==> src/saw_pkg.sv <==
// constants, register map and timing for the sleep-aware watchdog timer
`default_nettype none

package saw_pkg;
   // ----------------------------------------------------------------
   // clock rates
   // ----------------------------------------------------------------
   localparam int CORE_CLK_HZ = 100_000_000;
   localparam int LF_OSC_HZ = 31_000;
   localparam int LF_DIV_CYCLES = CORE_CLK_HZ / LF_OSC_HZ;

   // ----------------------------------------------------------------
   // register offsets
   // ----------------------------------------------------------------
   localparam logic [3:0] CTRL_OFS = 4'h0;
   localparam logic [3:0] EVT_OFS = 4'h1;
   localparam logic [3:0] MASK_OFS = 4'h2;
   localparam logic [3:0] FLAG_OFS = 4'h3;

   // ----------------------------------------------------------------
   // fields and reset values
   // ----------------------------------------------------------------
   localparam int PER_LSB = 1;
   localparam int PER_MSB = 5;
   localparam int SWEN_BIT = 0;
   localparam logic [4:0] PER_RESET = 5'h0B;
   localparam logic SWEN_RESET = 1'b0;
   localparam logic [4:0] PER_MAX_CODE = 5'h12;
   localparam logic [4:0] PER_SHIFT_BASE = 5'h05;
   localparam int EVT_RST_BIT = 0;
   localparam int EVT_WAKE_BIT = 1;
   localparam int FLAG_TO_BIT = 0;
   localparam int FLAG_PD_BIT = 1;
   localparam int FLAG_WATCHDOG_RESET_FLAG_BIT = 2;
   localparam int FLAG_SLEEP_BIT = 3;
   localparam int FLAG_ACT_BIT = 4;

   // ----------------------------------------------------------------
   // mode select encodings
   // ----------------------------------------------------------------
   localparam logic [1:0] MODE_OFF = 2'h0;
   localparam logic [1:0] MODE_SOFT = 2'h1;
   localparam logic [1:0] MODE_NOSLEEP = 2'h2;
   localparam logic [1:0] MODE_ON = 2'h3;
endpackage

`default_nettype wire

==> src/saw_watchdog.sv <==
// sleep-aware watchdog timer with register port and interrupt
`default_nettype none

module saw_watchdog
   import saw_pkg::*;
#(
   parameter int LF_DIV = LF_DIV_CYCLES
) (
   input wire logic i_core_clk, // 100 MHz core clock
   input wire logic i_resetn, // async reset, active low
   input wire logic [1:0] i_watchdog_mode_select, // config word mode
   input wire logic i_watchdog_clear_instr, // clear pulse from core
   input wire logic i_sleep_enter, // sleep entry pulse
   input wire logic i_sleep_exit, // sleep exit pulse
   input wire logic i_osc_fail, // oscillator fail pulse
   input wire logic [3:0] i_reg_addr, // register address
   input wire logic [7:0] i_reg_wdata, // register write data
   input wire logic i_reg_wr, // write strobe
   input wire logic i_reg_rd, // read strobe
   output logic [7:0] o_reg_rdata, // read data, cycle after strobe
   output logic o_system_reset, // one-cycle reset request
   output logic o_wake, // one-cycle wake request
   output logic o_timeout_status_flag_n, // low after a timeout
   output logic o_powerdown_status_flag_n, // low after sleep entry
   output logic o_watchdog_reset_flag, // high after watchdog reset
   output logic o_irq // level interrupt
);

   // ----------------------------------------------------------------
   // state
   // ----------------------------------------------------------------
   typedef struct packed {
      logic [4:0] per;
      logic swen;
      logic [11:0] div;
      logic [23:0] cnt;
      logic asleep;
      logic to_n;
      logic pd_n;
      logic watchdog_reset_flag;
      logic [1:0] evt;
      logic [1:0] mask;
      logic [7:0] rdata;
      logic rst_pls;
      logic wake_pls;
   } saw_state_t;

   saw_state_t q;
   saw_state_t d;
   logic tick;
   logic active;
   logic clear;
   logic timeout;
   logic enter;
   logic leave;
   logic [4:0] shift;
   logic [23:0] limit;

   // ----------------------------------------------------------------
   // mode decode and period limit
   // ----------------------------------------------------------------
   always_comb begin
      case (i_watchdog_mode_select)
         MODE_ON: active = 1'b1;
         MODE_NOSLEEP: active = !q.asleep;
         MODE_SOFT: active = q.swen;
         default: active = 1'b0;
      endcase
   end

   // reserved codes fall back to the shortest interval
   assign shift = (q.per > PER_MAX_CODE) ? PER_SHIFT_BASE : 5'(q.per + PER_SHIFT_BASE);
   assign limit = 24'((25'h1 << shift) - 25'h1);

   // ----------------------------------------------------------------
   // next state
   // ----------------------------------------------------------------
   always_comb begin
      d = q;
      d.rst_pls = 1'b0;
      d.wake_pls = 1'b0;
      d.rdata = 8'h00;
      // low-frequency oscillator modelled as a free-running enable
      tick = (q.div == 12'(LF_DIV - 1));
      d.div = tick ? 12'h000 : 12'(q.div + 12'h001);
      enter = i_sleep_enter && !q.asleep;
      leave = i_sleep_exit && q.asleep;
      // a clear in the same cycle as the terminal count wins
      clear = !active || i_watchdog_clear_instr || enter || leave || i_osc_fail;
      // at-or-above so shortening the period under a high count still times out
      timeout = active && tick && (q.cnt >= limit) && !clear;
      // counter sees only the oscillator tick; no divider select term
      if (clear) begin
         d.cnt = 24'h000000;
      end else if (timeout) begin
         d.cnt = 24'h000000;
      end else if (tick) begin
         d.cnt = 24'(q.cnt + 24'h000001);
      end
      if (enter) begin
         d.asleep = 1'b1;
         d.pd_n = 1'b0;
         d.to_n = 1'b1;
      end
      if (leave) begin
         d.asleep = 1'b0;
      end
      if (i_watchdog_clear_instr) begin
         d.to_n = 1'b1;
         d.pd_n = 1'b1;
      end
      // register writes first so hardware events override clears
      if (i_reg_wr) begin
         if (i_reg_addr == CTRL_OFS) begin
            d.per = i_reg_wdata[PER_MSB:PER_LSB];
            d.swen = i_reg_wdata[SWEN_BIT];
         end else if (i_reg_addr == EVT_OFS) begin
            d.evt = q.evt & ~i_reg_wdata[1:0];
         end else if (i_reg_addr == MASK_OFS) begin
            d.mask = i_reg_wdata[1:0];
         end else if (i_reg_addr == FLAG_OFS) begin
            if (i_reg_wdata[FLAG_WATCHDOG_RESET_FLAG_BIT]) begin
               d.watchdog_reset_flag = 1'b0;
            end
         end
      end
      if (timeout) begin
         d.to_n = 1'b0;
         if (q.asleep) begin
            d.wake_pls = 1'b1;
            d.asleep = 1'b0;
            d.evt[EVT_WAKE_BIT] = 1'b1;
         end else begin
            d.rst_pls = 1'b1;
            d.watchdog_reset_flag = 1'b1;
            d.evt[EVT_RST_BIT] = 1'b1;
         end
      end
      if (i_reg_rd) begin
         if (i_reg_addr == CTRL_OFS) begin
            d.rdata = {2'b00, q.per, q.swen};
         end else if (i_reg_addr == EVT_OFS) begin
            d.rdata = {6'h00, q.evt};
         end else if (i_reg_addr == MASK_OFS) begin
            d.rdata = {6'h00, q.mask};
         end else if (i_reg_addr == FLAG_OFS) begin
            d.rdata = {3'b000, active, q.asleep, q.watchdog_reset_flag, q.pd_n, q.to_n};
         end else begin
            d.rdata = 8'h00;
         end
      end
   end

   // ----------------------------------------------------------------
   // registers
   // ----------------------------------------------------------------
   always_ff @(posedge i_core_clk or negedge i_resetn) begin
      if (!i_resetn) begin
         q <= '0;
         q.per <= PER_RESET;
         q.swen <= SWEN_RESET;
         q.to_n <= 1'b1;
         q.pd_n <= 1'b1;
      end else begin
         q <= d;
      end
   end

   assign o_reg_rdata = q.rdata;
   assign o_system_reset = q.rst_pls;
   assign o_wake = q.wake_pls;
   assign o_timeout_status_flag_n = q.to_n;
   assign o_powerdown_status_flag_n = q.pd_n;
   assign o_watchdog_reset_flag = q.watchdog_reset_flag;
   assign o_irq = |(q.evt & q.mask);
endmodule

`default_nettype wire

==> config.mk <==
export PLATFORM = sky130hd
export DESIGN_NAME = saw_watchdog
export DESIGN_NICKNAME = d
export VERILOG_FILES = /design/src/saw_pkg.sv /design/src/saw_watchdog.sv
export SDC_FILE = /design/constraint.sdc
export NUM_CORES = 1
export LEC_CHECK = 0
export BUFFER_PORTS_ARGS = -buffer_cell sky130_fd_sc_hd__buf_2
export CORE_MARGIN = 3
export CORE_UTILIZATION = 30
export CTS_BUF_LIST = sky130_fd_sc_hd__clkbuf_8
export CTS_CLUSTER_DIAMETER = 200
export DETAILED_ROUTE_END_ITERATION = 10
export HOLD_SLACK_MARGIN = 0.15
export PLACE_DENSITY_LB_ADDON = 0.15
export SLEW_MARGIN = 0
export SYNTH_ARGS = -nofsm -noshare
export SYNTH_HDL_FRONTEND = slang
export SYNTH_SLANG_ARGS = --single-unit
==> constraint.sdc <==
create_clock -name i_core_clk -period 5.7 [get_ports i_core_clk]
set_input_delay 1.14 -clock i_core_clk [delete_from_list [all_inputs] [get_ports i_core_clk]]
set_output_delay 1.14 -clock i_core_clk [all_outputs]
set_load 0.01 [all_outputs]
==> run summary <==
The leakage power summed over all cells is 2.23 nW. During I/O placement, the number of pins put on the boundary was 36. The congestion estimate from routability-driven global placement came to 0.812. In this run the worst path has a maximum fanout of 22. The number of max-cap violations is 0. For the finished layout, the period the worst path requires is 5.19 ns.

The post-synthesis cell type with the largest combined area is sky130_fd_sc_hd__dfrtp_1. The worst setup path is captured at a register. The cell internal power dissipation is 0.000908 W. The initial antenna violation count came to 0. The count of flip-flops with a built-in enable after synthesis is 0. The routed wire length came out at 11,900 µm.

The power consumption came out at 0.00147 W. The TritonCTS clock tree is built. The post-place setup slack came out at 0.519 ns.

Once detail routing completed, the nets flagged for antenna violations numbered 0. The unique cell type count in the Yosys netlist is 65. Entering global routing, the biggest net connects 59 pins. The share of cell area taken by muxes after synthesis is 0.0275. The clock network fraction of total power came out at 0.291.

The synthesized-area fraction occupied by ao, oa, aoi and oai cells is 0.218. The per-cell routed wire length is 16.5 µm. The worst min-delay path category is register to register.

The floorplan core area came out at 14,000 µm². The die outline width came out at 127 µm. Data on the critical path arrives at its endpoint at 5.44 ns. The count of mapped cells out of synthesis came out at 507. The number of cell rows came out at 43. The register area share after synthesis is 0.333. The post-CTS clock slew at the launch and capture registers of the worst setup and hold paths came out at 0.07 ns. The relative contribution of combinational cells to total power came out at 0.385. In the post-synthesis netlist, the biggest area contributors are sky130_fd_sc_hd__dfrtp_1, sky130_fd_sc_hd__ha_1, sky130_fd_sc_hd__nand2_1. Using the TritonRoute via totals, the vias-per-cell ratio works out to 5.49. Once layout is complete, the utilization of the core stands at 0.353. The first global-routing pass estimated 19,400 µm of wire. The post-CTS setup repair buffer count came out at 0. Of the total power, the share spent switching nets is 0.384. Relative to the synthesized area, the layout overhead comes to 13.4%.

The count of port buffers added during placement came out at 31. The mean post-synth cell area is 8.62 µm². Of the post-synthesis cell area, the dominant cell type holds 0.303. The number of synthesized register bits is 58. The final number of hold-violating endpoints came to 0. The share of post-route cells with drive strength above 1 is 0.166. The aggregate global routing overflow is 0. 0 antenna diodes ended up in the layout.

The adder-cell area share of the yosys netlist is 0.0859. The number of remaining DRC errors is 0. Power spread over the standard cell area amounts to 297 nW/µm².

Setup violations remaining at the end of the flow were counted as 0. The net count of the finished layout is 588. The most frequently used flop master after synthesis is sky130_fd_sc_hd__dfrtp_1.

The worst setup slack after layout is 0.506 ns. The clock latency of the later-clocked register in the worst-skew pair is 0.36 ns. The largest voltage drop on the vdd net is 0.138 mV.

Detailed placement finished with a half-perimeter wire length of 8540 µm. The part of the cycle the worst path needs came out at 0.911. The count of vias placed by the detailed router came out at 3,958. The number of DRC violations after detailed-routing iteration 0 came out at 249. CTS built an H-tree with a depth of 3. The maximum root-to-sink buffer count is 2. The total negative slack for setup checks is 0 ns.

For this run, the number of Yosys warnings is 0. The share of flip-flops with an asynchronous set or reset is 1.00. Clock tree synthesis found a total of 58 sinks. Hold is met by 0.489 ns.

The final-layout fill cell count is 1,473. The post-cts gate resize count is 0. The number of buffers inserted by hold repair at cts is 0.

The worst slew slack as a fraction of its limit came out at 0.398. The share of total power dissipated in sequential elements is 0.324. The cell sitting at the root of the clock tree is a sky130_fd_sc_hd__clkbuf_8. The number of pins exceeding their max-slew limit in the final report came out at 0. The starting density of the core is 0.311. Across every metal layer, demand over resource in global routing totals 0.149.

The y dimension of the die is 127 µm. The flow ran to the end, and the final reports show no timing, DRC or antenna violations. The post-synthesis xor/xnor area fraction came out at 0.0421.

Setup repair after global routing left no endpoint under its margin. The worst setup path is of the register to register kind. The maximum operating frequency came out at 0.193 GHz. The required time at the endpoint of the critical path is 5.95 ns. The simple-gate share of the synthesized area is 0.246.

The actual transition at the worst max-transition pin came out at 0.894 ns. The worst setup path is launched from a register. Between clock sinks in the finished design, the worst skew comes to 0.0160 ns. The cell area that synthesis handed to floorplanning was 4370 µm². The via count of the first global-routing pass came out at 3,755. The switching power is 0.000566 W.

The die covers 16,100 µm². The number of buffers inserted during clock tree synthesis came out at 9. The dominant combinational cell family by area after synthesis is simple AND/OR/NAND/NOR gates. The first-pass iteration count of the detailed router came out at 4.
-- worst max-delay path, stage by stage (launching register included) --
cell and delay [ns]:
sky130_fd_sc_hd__dfstp_2 0.74, sky130_fd_sc_hd__inv_1 0.15, sky130_fd_sc_hd__ha_1 0.32, sky130_fd_sc_hd__buf_4 0.24
sky130_fd_sc_hd__nand2_1 0.13, sky130_fd_sc_hd__nor3b_1 0.45, sky130_fd_sc_hd__nand2_1 0.18, sky130_fd_sc_hd__ha_1 0.31
sky130_fd_sc_hd__a2111oi_0 0.41, sky130_fd_sc_hd__a311oi_1 0.12, sky130_fd_sc_hd__ha_1 0.30, sky130_fd_sc_hd__nand2_1 0.06
sky130_fd_sc_hd__or3_1 0.30, sky130_fd_sc_hd__o221ai_1 0.49, sky130_fd_sc_hd__a211o_1 0.31, sky130_fd_sc_hd__nor2_1 0.07
sky130_fd_sc_hd__buf_4 0.21, sky130_fd_sc_hd__nor4_1 0.29
-- layer usage --
metal	share of wire	routed length (µm)	up-vias	GRT usage
li1	-	-	1957	-
met4	0.012	146	0	0.0429
met3	0.043	517	10	0.0371
met5	0	0	-	0
met2	0.44	5210	84	0.223
met1	0.51	6020	1907	0.213
-- Yosys cell counts (all sizes together), types with 4 or more instances --
cell type  count
o21ai         18
mux2           8
clkbuf        18
nand2         68
o211ai         4
nand3         21
ha            30
a211oi         8
nor3          24
nand4b         4
inv           14
nor3b          5
a21o           8
or2            5
nor2b          5
nor4           9
nand4         14
a31oi          4
a41o          12
a32oi          5
a21oi         26
xor2          10
a22o          13
dfrtp         53
and3           6
dfstp          5
nand2b         6
xnor2         11
nor2          35
buf           12
o31ai          7
-- final timing paths --
| check | startpoint | endpoint | slack [ns] | cells past startpoint |
|---|---|---|---|---|
| max | q[55] | o_system_reset | 0.51 | 17 |
| min reg2reg | o_powerdown_status_flag_n | o_powerdown_status_flag_n | 0.49 | 2 |
| min | o_powerdown_status_flag_n | o_powerdown_status_flag_n | 0.49 | 2 |
| max in group asynchronous | i_resetn | q[37] | 4.22 | 2 |
| max reg2reg | q[55] | o_system_reset | 0.51 | 17 |
| min in group asynchronous | i_resetn | q[11] | 0.95 | 2 |
-- state kept, by name, summed over array words and instances (netlist names) --
name                       flops
o_powerdown_status_flag_n      1
o_watchdog_reset_flag          1
o_system_reset                 1
o_wake                         1
o_reg_rdata                    6
q                             47
o_timeout_status_flag_n        1
-- stage by stage --
step	area [µm²]	cells
after floorplan	4380	508
after detailed placement	4740	705
after CTS	4960	721
after global placement	4740	705
after global routing	4960	721
final	4960	721
-- logic make-up (layout without fill, tap and decap cells) --
group | after synthesis | in the layout
AND/OR/NAND/NOR | 214 | 214
AO/OA/AOI/OAI | 128 | 128
flip-flops | 58 | 58
buffers and inverters | 44 | 77
adder cells (fa/ha/maj) | 30 | 30
XOR/XNOR | 21 | 21
multiplexers | 11 | 11
other | 1 | 2
-- final cells by class --
class / instances / area [µm²] / share of cell area
Clock buffer: 10 / 138 / 0.0278
Clock inverter: 6 / 76.3 / 0.0154
Timing Repair Buffer: 47 / 288 / 0.0581
Multi-Input combinational cell: 406 / 2720 / 0.549
Inverter: 14 / 52.6 / 0.0106
Tap cell: 180 / 225 / 0.0454
Sequential cell: 58 / 1460 / 0.294
-- power groups by stage --
stage	clock (W)	sequential (W)	combinational [W]
after CTS	0.000448	0.000476	0.000569
after global routing	0.000463	0.000482	0.000640
after detailed placement	0	0.000484	0.000564
after floorplan	0	0.000449	0.000427
after global placement	0	0.000484	0.000558
final	0.000429	0.000477	0.000567
-- cell usage in the layout (no fill, tap or decap), drive strengths merged, types with 3 or more instances in the layout --
cell type  count
mux2           8
nand2         68
nand3         21
inv           17
buf           47
dfstp          5
nand4         14
o31ai          7
xor2          10
nand4b         4
o211ai         4
o21ai         18
nor3b          5
a2111oi        3
a21oi         26
and3           6
nor3          24
dfrtp         53
clkbuf        10
nand2b         6
nor2b          5
mux2i          3
nor2          35
ha            30
or3            3
a211oi         8
a32oi          5
a41o          12
a21o           8
or2            5
xnor2         11
a22o          13
a31oi          4
nor4           9
Power figures use the tool's default switching activity.
